### src/sri_pkg.sv
// Shared constants and types for the safety restart interlock
package sri_pkg;
    // Widths
    localparam int CRC_W = 32;
    localparam int TYPE_W = 8;
    localparam int LOG_DEPTH = 5;
    localparam int TIME_W = 24;
    // Values after reset
    localparam logic [CRC_W-1:0] CRC_RST = 32'h00000000;
    // Drive type of this module; value is arbitrary
    localparam logic [TYPE_W-1:0] OWN_TYPE = 8'h5A;
    // Acknowledge sequence states
    typedef enum logic [3:0] {
        ACK_IDLE = 4'b0001,
        ACK_WAIT_PRESS = 4'b0010,
        ACK_WAIT_REL = 4'b0100,
        ACK_DONE = 4'b1000
    } sri_ack_type;
    // Timed stop states
    typedef enum logic [3:0] {
        STP_RUN = 4'b0001,
        STP_TIMING = 4'b0010,
        STP_STO = 4'b0100,
        STP_SOS = 4'b1000
    } sri_stop_type;
endpackage

### src/sri_crc_log.sv
// History of the most recently applied configuration CRCs
`timescale 1ns/1ns
`default_nettype none
module sri_crc_log
#(
    parameter int DEPTH = sri_pkg::LOG_DEPTH
)
(
    // Clock and reset
    input wire logic clock,
    input wire logic sys_rst,
    // New entry
    input wire logic push,
    input wire logic [sri_pkg::CRC_W-1:0] crc_in,
    // Read port
    input wire logic [2:0] rd_idx,
    output logic [sri_pkg::CRC_W-1:0] rd_crc
);
    import sri_pkg::*;

    // Read index is three bits wide, so at most eight entries
    if (DEPTH < 1 || DEPTH > 8)
    begin : g_bad_depth
        $error("sri_crc_log: DEPTH must be 1 to 8");
    end

    logic [CRC_W-1:0] log_r [DEPTH];
    logic [CRC_W-1:0] log_nxt [DEPTH];
    logic [CRC_W-1:0] rd_crc_nxt;

    // Shift history, newest at entry 0
    genvar gi;
    generate
        for (gi = 0; gi < DEPTH; gi++)
        begin : g_ent
            if (gi == 0)
            begin : g_head
                always_comb
                begin
                    log_nxt[gi] = push ? crc_in : log_r[gi];
                end
            end
            else
            begin : g_tail
                always_comb
                begin
                    log_nxt[gi] = push ? log_r[gi-1] : log_r[gi];
                end
            end
            always_ff @(posedge clock)
            begin
                if (sys_rst)
                    log_r[gi] <= CRC_RST;
                else
                    log_r[gi] <= log_nxt[gi];
            end
        end
    endgenerate

    // Registered read, unmapped index reads zero
    always_comb
    begin
        rd_crc_nxt = CRC_RST;
        if (32'(rd_idx) < DEPTH)
            rd_crc_nxt = log_r[rd_idx];
    end

    always_ff @(posedge clock)
    begin
        if (sys_rst)
            rd_crc <= CRC_RST;
        else
            rd_crc <= rd_crc_nxt;
    end

    // After a push the newest entry holds the pushed CRC
    a_log_newest: assert property (
        @(posedge clock) disable iff (sys_rst)
        push |=> log_r[0] == $past(crc_in))
        else $error("newest log entry not the pushed CRC");
endmodule
`default_nettype wire

### src/sri_top.sv
// Safety restart interlock, timed stop monitor and configuration check
`timescale 1ns/1ns
`default_nettype none
module sri_top
(
    // Clock and reset
    input wire logic clock,
    input wire logic sys_rst,
    // STO request and acknowledge edges from the functional system
    input wire logic sto_req,
    input wire logic ack_press,
    input wire logic ack_release,
    // Timed stop requests and interval in cycles
    input wire logic ss1_req,
    input wire logic ss2_req,
    input wire logic [sri_pkg::TIME_W-1:0] stop_time,
    // Configuration load
    input wire logic cfg_load,
    input wire logic [sri_pkg::TYPE_W-1:0] cfg_type,
    input wire logic [sri_pkg::CRC_W-1:0] cfg_crc,
    // Restart command and error report
    input wire logic restart_cmd,
    input wire logic fault_in,
    // Log read
    input wire logic [2:0] log_idx,
    output logic [sri_pkg::CRC_W-1:0] log_crc,
    // Status
    output logic torque_en,
    output logic sto_active,
    output logic sos_active,
    output logic cfg_ok,
    output logic cfg_reject,
    output logic fault
);
    import sri_pkg::*;

    sri_ack_type ack_r, ack_nxt;
    sri_stop_type stp_r, stp_nxt;
    logic [TIME_W-1:0] tmr_r, tmr_nxt;
    logic sos_sel_r, sos_sel_nxt;
    logic cfg_ok_r, cfg_ok_nxt;
    logic rej_r, rej_nxt;
    logic flt_r, flt_nxt;
    logic ten_r, ten_nxt;
    logic sto_act_r, sto_act_nxt;
    logic sos_act_r, sos_act_nxt;
    logic push;

    // Acknowledge sequencer: request, withdrawal, press, release
    always_comb
    begin
        ack_nxt = ack_r;
        case (ack_r)
            ACK_IDLE:
                if (sto_req)
                    ack_nxt = ACK_WAIT_PRESS;
            ACK_WAIT_PRESS:
                if (!sto_req && ack_press)
                    ack_nxt = ACK_WAIT_REL;
            ACK_WAIT_REL:
                if (sto_req)
                    ack_nxt = ACK_WAIT_PRESS;
                else if (ack_release)
                    ack_nxt = ACK_DONE;
            ACK_DONE:
                ack_nxt = sto_req ? ACK_WAIT_PRESS : ACK_IDLE;
            default:
                ack_nxt = ACK_WAIT_PRESS;
        endcase
        if (restart_cmd)
            ack_nxt = ACK_WAIT_PRESS;
    end

    // Timed stop monitor; axis ramp is the functional side's job
    always_comb
    begin
        stp_nxt = stp_r;
        tmr_nxt = tmr_r;
        sos_sel_nxt = sos_sel_r;
        case (stp_r)
            STP_RUN:
                if (ss1_req || ss2_req)
                begin
                    stp_nxt = STP_TIMING;
                    tmr_nxt = stop_time;
                    sos_sel_nxt = !ss1_req;
                end
            STP_TIMING:
                if (tmr_r == '0)
                    stp_nxt = sos_sel_r ? STP_SOS : STP_STO;
                else
                    tmr_nxt = tmr_r - 1'b1;
            STP_SOS:
                if (!ss2_req)
                    stp_nxt = STP_RUN;
            STP_STO:
                stp_nxt = STP_STO;
            default:
                stp_nxt = STP_STO;
        endcase
        if (restart_cmd)
        begin
            stp_nxt = STP_RUN;
            tmr_nxt = '0;
        end
    end

    // Configuration check, fault latch and restart
    always_comb
    begin
        cfg_ok_nxt = cfg_ok_r;
        rej_nxt = rej_r;
        flt_nxt = flt_r | fault_in;
        push = 1'b0;
        if (restart_cmd)
        begin
            cfg_ok_nxt = 1'b0;
            rej_nxt = 1'b0;
            flt_nxt = fault_in;
        end
        else if (cfg_load && !cfg_ok_r && !flt_r)
        begin
            if (cfg_type == OWN_TYPE)
            begin
                cfg_ok_nxt = 1'b1;
                push = 1'b1;
            end
            else
                rej_nxt = 1'b1;
        end
    end

    // Torque only with valid config, no fault, no STO, no stop
    always_comb
    begin
        ten_nxt = cfg_ok_nxt && !flt_nxt && stp_nxt == STP_RUN
            && (ack_nxt == ACK_IDLE || ack_nxt == ACK_DONE)
            && !sto_req;
    end

    // Status decoded from next state so the outputs come from flops
    always_comb
    begin
        sto_act_nxt = stp_nxt == STP_STO || ack_nxt == ACK_WAIT_PRESS
            || ack_nxt == ACK_WAIT_REL;
        sos_act_nxt = stp_nxt == STP_SOS;
    end

    // State registers
    always_ff @(posedge clock)
    begin
        if (sys_rst)
        begin
            ack_r <= ACK_WAIT_PRESS;
            sto_act_r <= 1'b1;
            sos_act_r <= 1'b0;
            stp_r <= STP_RUN;
            tmr_r <= '0;
            sos_sel_r <= 1'b0;
            cfg_ok_r <= 1'b0;
            rej_r <= 1'b0;
            flt_r <= 1'b0;
            ten_r <= 1'b0;
        end
        else
        begin
            ack_r <= ack_nxt;
            stp_r <= stp_nxt;
            tmr_r <= tmr_nxt;
            sos_sel_r <= sos_sel_nxt;
            cfg_ok_r <= cfg_ok_nxt;
            rej_r <= rej_nxt;
            flt_r <= flt_nxt;
            ten_r <= ten_nxt;
            sto_act_r <= sto_act_nxt;
            sos_act_r <= sos_act_nxt;
        end
    end

    // Outputs straight from flip-flops
    assign torque_en = ten_r;
    assign sto_active = sto_act_r;
    assign sos_active = sos_act_r;
    assign cfg_ok = cfg_ok_r;
    assign cfg_reject = rej_r;
    assign fault = flt_r;

    // CRC history of accepted configurations
    sri_crc_log #(.DEPTH(LOG_DEPTH)) u_log
    (
        .clock(clock),
        .sys_rst(sys_rst),
        .push(push),
        .crc_in(cfg_crc),
        .rd_idx(log_idx),
        .rd_crc(log_crc)
    );

    a_sto_holds: assert property (
        @(posedge clock) disable iff (sys_rst)
        sto_req |=> !torque_en)
        else $error("torque on during STO request");
    a_no_ack_early: assert property (
        @(posedge clock) disable iff (sys_rst)
        (ack_r == ACK_WAIT_PRESS && ack_press && sto_req && !restart_cmd)
        |=> ack_r == ACK_WAIT_PRESS)
        else $error("press taken while request present");
    a_ack_order: assert property (
        @(posedge clock) disable iff (sys_rst)
        (ack_r == ACK_WAIT_PRESS && !ack_press) |=> ack_r != ACK_DONE)
        else $error("ack completed without press");
    a_wrong_type: assert property (
        @(posedge clock) disable iff (sys_rst)
        (cfg_load && cfg_type != OWN_TYPE && !restart_cmd)
        |=> !$rose(cfg_ok))
        else $error("foreign configuration accepted");
    a_stop_expiry: assert property (
        @(posedge clock) disable iff (sys_rst)
        (stp_r == STP_TIMING && tmr_r == '0 && !restart_cmd)
        |=> (sto_active || sos_active))
        else $error("timed stop did not end in STO or SOS");
    a_stop_hold: assert property (
        @(posedge clock) disable iff (sys_rst)
        (stp_r == STP_TIMING && tmr_r != '0 && !restart_cmd)
        |=> stp_r == STP_TIMING && tmr_r == $past(tmr_r) - 1'b1)
        else $error("stop timer not counting");
    a_restart_clr: assert property (
        @(posedge clock) disable iff (sys_rst)
        restart_cmd |=> !cfg_ok && !torque_en && stp_r == STP_RUN)
        else $error("restart did not clear state");
    a_fault_off: assert property (
        @(posedge clock) disable iff (sys_rst)
        fault |-> !torque_en)
        else $error("torque on with fault");
    a_log_push: assert property (
        @(posedge clock) disable iff (sys_rst)
        ($rose(cfg_ok) && log_idx == 3'h0 && $stable(log_idx))
        |=> log_crc == $past(cfg_crc, 2))
        else $error("accepted CRC not logged");

    c_ack_done: cover property (@(posedge clock) ack_r == ACK_DONE);
    c_sos: cover property (@(posedge clock) stp_r == STP_SOS);
    c_reject: cover property (@(posedge clock) $rose(cfg_reject));
    c_torque: cover property (@(posedge clock) $rose(torque_en));
endmodule
`default_nettype wire

### config.mk
export PLATFORM = sky130hd
export DESIGN_NAME = sri_top
export DESIGN_NICKNAME = d
export VERILOG_FILES = /design/src/sri_pkg.sv /design/src/sri_crc_log.sv /design/src/sri_top.sv
export SDC_FILE = /design/constraint.sdc
export NUM_CORES = 1
export LEC_CHECK = 0
export ABC_AREA = 1
export BUFFER_PORTS_ARGS = -buffer_cell sky130_fd_sc_hd__buf_2
export CAP_MARGIN = 20
export CORE_ASPECT_RATIO = 0.8
export CORE_MARGIN = 2
export CORE_UTILIZATION = 50
export DETAILED_ROUTE_END_ITERATION = 8
export PLACE_DENSITY_LB_ADDON = 0.2
export REMOVE_ABC_BUFFERS = 1
export SLEW_MARGIN = 20
export SYNTH_ARGS = -nofsm -noshare
export SYNTH_HDL_FRONTEND = slang
export SYNTH_SLANG_ARGS = --single-unit
### constraint.sdc
create_clock -name clock -period 2.3 [get_ports clock]
set_input_delay 0.23 -clock clock [delete_from_list [all_inputs] [get_ports clock]]
set_output_delay 0.23 -clock clock [all_outputs]
set_load 0.005 [all_outputs]
# Word level (Yosys, flattened, before mapping)
# Memory sizes are Yosys's and may differ from the RTL's. A register that Yosys moved wholly into a read port is not among the register bits.
# Cells that the tools add are included.
# word_totals
regBits	39
ram_bits	160
input_bits	77
output_inout_bits	38
wordCells	99
mem_count	1
# classes
add_sub_neg	1
order_cmp	1
eq_ne	18
muxes	36
n_bitwise	8
reduce_logical	24
# memory_table
memory	depth	word_bits	read_ports	rd_clocked_by_memory_dff	wr	line_no	source
u_log.log_r	5	32	5	1	5	sri_crc_log.sv:27	logic [CRC_W-1:0] log_r [DEPTH];
# ops
operator	n
two-way mux 32 bit	10
two-way mux 24 bit	2
case mux 24 bit (2 select lines)	1
two-way mux 4 bit	10
zero test 24 bit	1
subtractor 24 x 1 -> 24 bit (second input constant)	1
== test 4 x 1 -> 1 bit (second input constant)	4
== test 4 bit (second input constant)	4
case mux 4 bit (4 select lines)	1
== test 4 x 2 -> 1 bit (second input constant)	3
== test 4 x 3 -> 1 bit (second input constant)	3
case mux 4 bit (3 select lines)	1
two-way mux 1 bit	10
== test 8 x 7 -> 1 bit (second input constant)	1
logical AND 1 bit	7
OR 1 bit	6
AND reduction 2 bit	3
zero test 1 bit	5
logical OR 1 bit	4
inequality test 2 bit (second input constant)	2
OR reduction 2 bit	2
< comparator 3 bit (second input constant)	1
AND reduction 3 bit	1
two-way mux 2 bit	1
3 further kinds	4

# Depth between registers and ports, before layout
# depth
ltp_word	9
mapped_depth	13
depth_no_buf	12

# Hierarchy
# A second synthesis with hierarchy kept.
# unflattened
hier_cells	1316
hier_area_um2	10367.4
# modules_own_cells
mod	n_inst	cells_each	area_each_um2	seq_area_each_um2
sri_crc_log	1	907	7782.5	4164.0
sri_top	1	409	2585.0	780.7

# Least setup slack after synthesis
# OpenSTA, ideal clock, no wires.
# synth_timing
path_type	input port to flip-flop
start	input port cfg_type[0] (netlist bit)
end	memory u_log.log_r[4][0] (enable)
setup_ps	348
arrival_time_ps	1400
t_required_ps	1952
slack_ps	552
stages	7
path_buffers	2
cell_sequence	nor2_1 nand3_1 nor4_4 nand3_2 nand2_2 buf_4 buf_4
# synth_rtl
element	line_no	source
start: declaration	sri_top.sv:19	input wire logic [sri_pkg::TYPE_W-1:0] cfg_type,
end: declaration	sri_crc_log.sv:27	

# Final worst setup path
# layout_timing
start	register tmr_r[0]
end	register tmr_r[6]
# layout_between
elab_chain_cells	3
elab_cells_between_ends	6
cone_classes	1 x add/sub; 1 x eq/ne; 2 x mux; 2 x reduce/logical
# layout_rtl
element	line_no	source
start: declaration	sri_top.sv:39	logic [TIME_W-1:0] tmr_r, tmr_nxt;
start signal: assignment	sri_top.sv:169	tmr_r <= tmr_nxt;
subtractor 24 x 1 -> 24 bit / zero test 24 bit (equally long branches)	sri_top.sv:92, sri_top.sv:89	
two-way mux 24 bit / inequality test 2 bit (equally long branches)	--	
case mux 24 bit (2 select lines) / AND reduction 3 bit (equally long branches)	--	
# Several ways; a longest one is shown, not always the timed one. The select of a mux whose other input is x is not followed.
# A chain may end at the register's enable or synchronous reset.

==> impl_metrics.yaml <==
clock_tree:
  clk_path_buf_depth: 3
  cts-root-buf: "clkbuf_16"
  postCtsResizedCells: 0
  post_cts_buffers: 0
  hold_buffers: 34
  cts_tree: "yes"
  h-tree-depth: 1
  clkTransAtPathRegs_ns: 0.06
  clock-sinks: 231
  clk_latency_ns: 0.50
  cts-buffers-inserted: 23
synthesis:
  synthCells: 1286
  yosys_most_used_dff: "dfxtp_1"
  async_flop_share: 0
  syn_area_um2: 9730
  ys_seq_area_frac: 0.508
  synth_edf_count: 32
  ys.warnings.count: 0
  synth-seq-cells: 231
  avgSynthCellArea_um2: 7.57
  synth_cell_type_count: 34
layout:
  syn_to_final_growth_pct: 20.0
  drive_gt1_frac: 0.136
  mostFrequentLayoutCells: "o21ai_0, dfxtp_1, inv_1, nand2_1, nor2_1"
  nFillCells: 1782
  final_common_cell: "o21ai_0"
  finalNetCount: 1487
  insertedDiodeCount: 0
timing:
  hold_slack_ns: 0.0165
  period_share: 0.828
  tightest_slew_ns: 0.621
  fmax_mhz: 525
  slew_viol_final: 0
  skew_ns: 0.0127
  rsz0062_at_grt: "false"
  post-route-min-period_ns: 1.90
  setup_violations: 0
  relSlewSlack: 0.586
  finalHoldViolations: 0
critical_path:
  endpoint_kind: "register"
  cp-start-kind: "register"
  cp_slowest_cell: "dfxtp_1"
  cp_cell_sequence: "inv_1 > ha_1 > inv_1 > nor2_1 > nand2_1 > nor2_1 > nand3_1 > nand2_2 > nand2_2 > buf_4 > o21ai_0 > a21oi_1"
  path_max_fanout: 25
  cp_top_family: "simple AND/OR/NAND/NOR gates"
  crit_type: "reg2reg"
  cp_num_buf_inv: 3
  required_ns: 2.68
  arrival_ns: 2.29
  cp_slowest_stage_delay_ns: 0.32
power_and_ir_drop:
  power_uw: 9070
  p_per_area_nw_per_um2: 776
  ir_worst_vdd_uv: 680
  total_leakage_power_uw: 0.00484
placed_design:
  dp_hpwl_mm: 14.3
  globalplace.congestion: 0.876
  port_buffers: 114
grt:
  antenna_found_initial: 0
  grt_max_degree: 65
  met1_usage: 0.325
  track_usage: 0.217
  use_met3: 0.0303
  grt_pass1_vias: 7559
  gr-max-usage-layer: "met2"
  grt_use_met2: 0.334
  grt_pass1_wl_mm: 37.2
  grt_overflow_total: 0
routing:
  drt_iter0_drc: 665
  drt_pass1_iterations: 5
  wire_per_inst_um: 13.5
  postRouteAntennaNets: 0
  drc: 0
  wl_mm: 22.8
  dr_total_vias: 8638
  viasPerCell: 5.14
floorplan:
  floorplan.rows: 45
  die_h_um: 129
  die_area_um2: 20600
  ios: 115
  core_area_um2: 19000
  start_util: 0.512
  die_x_um: 160
worst_hold_path:
  min_path_type: "in2reg"
job:
  cap_violations: 0
run_status:
  status: "complete, no violations"
[registers in the layout, summed over array words and instances, names as in the netlist]
name / count
cfg_ok: 1
cfg_reject: 1
torque_en: 1
ack_r: 4
sos_sel_r: 1
stp_r: 4
u_log.log_r: 160
sos_active: 1
fault: 1
tmr_r: 24
sto_active: 1
u_log.rd_crc: 32
[worst register-to-register path, stage by stage, from the launching register on]
cell and delay (ns):
dfxtp_1 0.32, inv_1 0.11, ha_1 0.17, inv_1 0.06, nor2_1 0.13, nand2_1 0.06, nor2_1 0.08, nand3_1 0.09
nand2_2 0.12, nand2_2 0.12, buf_4 0.26, o21ai_0 0.20, a21oi_1 0.06
[stage by stage]
stage | setup TNS, ns | instances | util | setup WS (ns) | cell area (um^2)
detailed placement | 0 | 1607 | 0.553 | 0.331 | 10500
floorplan | -82.99 | 1211 | - | -0.826 | 9400
global placement | 0 | 1607 | 0.553 | 0.377 | 10500
CTS | 0 | 1682 | 0.614 | 0.386 | 11700
finish | 0 | 1682 | 0.614 | 0.395 | 11700
global route | 0 | 1682 | 0.614 | 0.212 | 11700
[synthesized netlist by cell type, types with 3 or more instances]
cell type	count	area share
o21ai_1	39	0.020
nor3_1	6	0.0031
nand3b_1	3	0.0023
edfxtp_1	32	0.099
nand4_1	8	0.0051
buf_4	4	0.0031
xnor2_1	3	0.0027
mux2i_1	4	0.0041
nand3_1	60	0.031
nor2_1	147	0.057
dfxtp_1	199	0.41
nand2_2	3	0.0019
clkbuf_1	41	0.016
o22ai_1	33	0.021
nor2_2	5	0.0032
o21ai_0	210	0.11
or2_2	6	0.0039
inv_1	191	0.074
inv_2	3	0.0012
buf_2	22	0.011
a21oi_1	91	0.047
nand2_1	154	0.059
buf_1	7	0.0027
[path summary, 6_finish.rpt]
check	startpoint	endpoint	slack, ns	depth (start not counted)
worst max-delay path	tmr_r[0]	tmr_r[6]	0.40	12
worst min-delay path	stop_time[5]	tmr_r[5]	0.02	3
worst max register to register	tmr_r[0]	tmr_r[6]	0.40	12
worst min register to register	sos_sel_r	sos_sel_r	0.48	2
[per-layer routing]
metal / up-vias / part of all wire / routed length [um]
li1: 4427 / - / -
met1: 3914 / 0.50 / 11300
met2: 260 / 0.43 / 9760
met3: 37 / 0.058 / 1330
met4: 0 / 0.017 / 395
met5: - / 0 / 0
[power breakdown]
group	internal (uW)	total, uW	switching (uW)
combinational	331	878	547
clock	2460	3970	1510
sequential	4170	4210	45.9
[kinds of logic after synthesis]
group	share of synthesized area
and+or+nand+nor	0.171
adders and majority gates	0.00257
DFF	0.508
muxes	0.00411
buffers and inverters	0.109
AOI/OAI and AO/OA	0.201
xor gates and xnor gates	0.00450
[final cells by class]
type,count,area [um^2],area share
multi-input combinational,786,3740,0.320
clock inverter,8,146,0.0125
timing repair buffer,172,1130,0.0966
tap,258,323,0.0276
sequential,231,4940,0.423
inverter,194,728,0.0624
clock buffer,33,664,0.0569
Note: power is estimated with default switching activity, not from simulation.
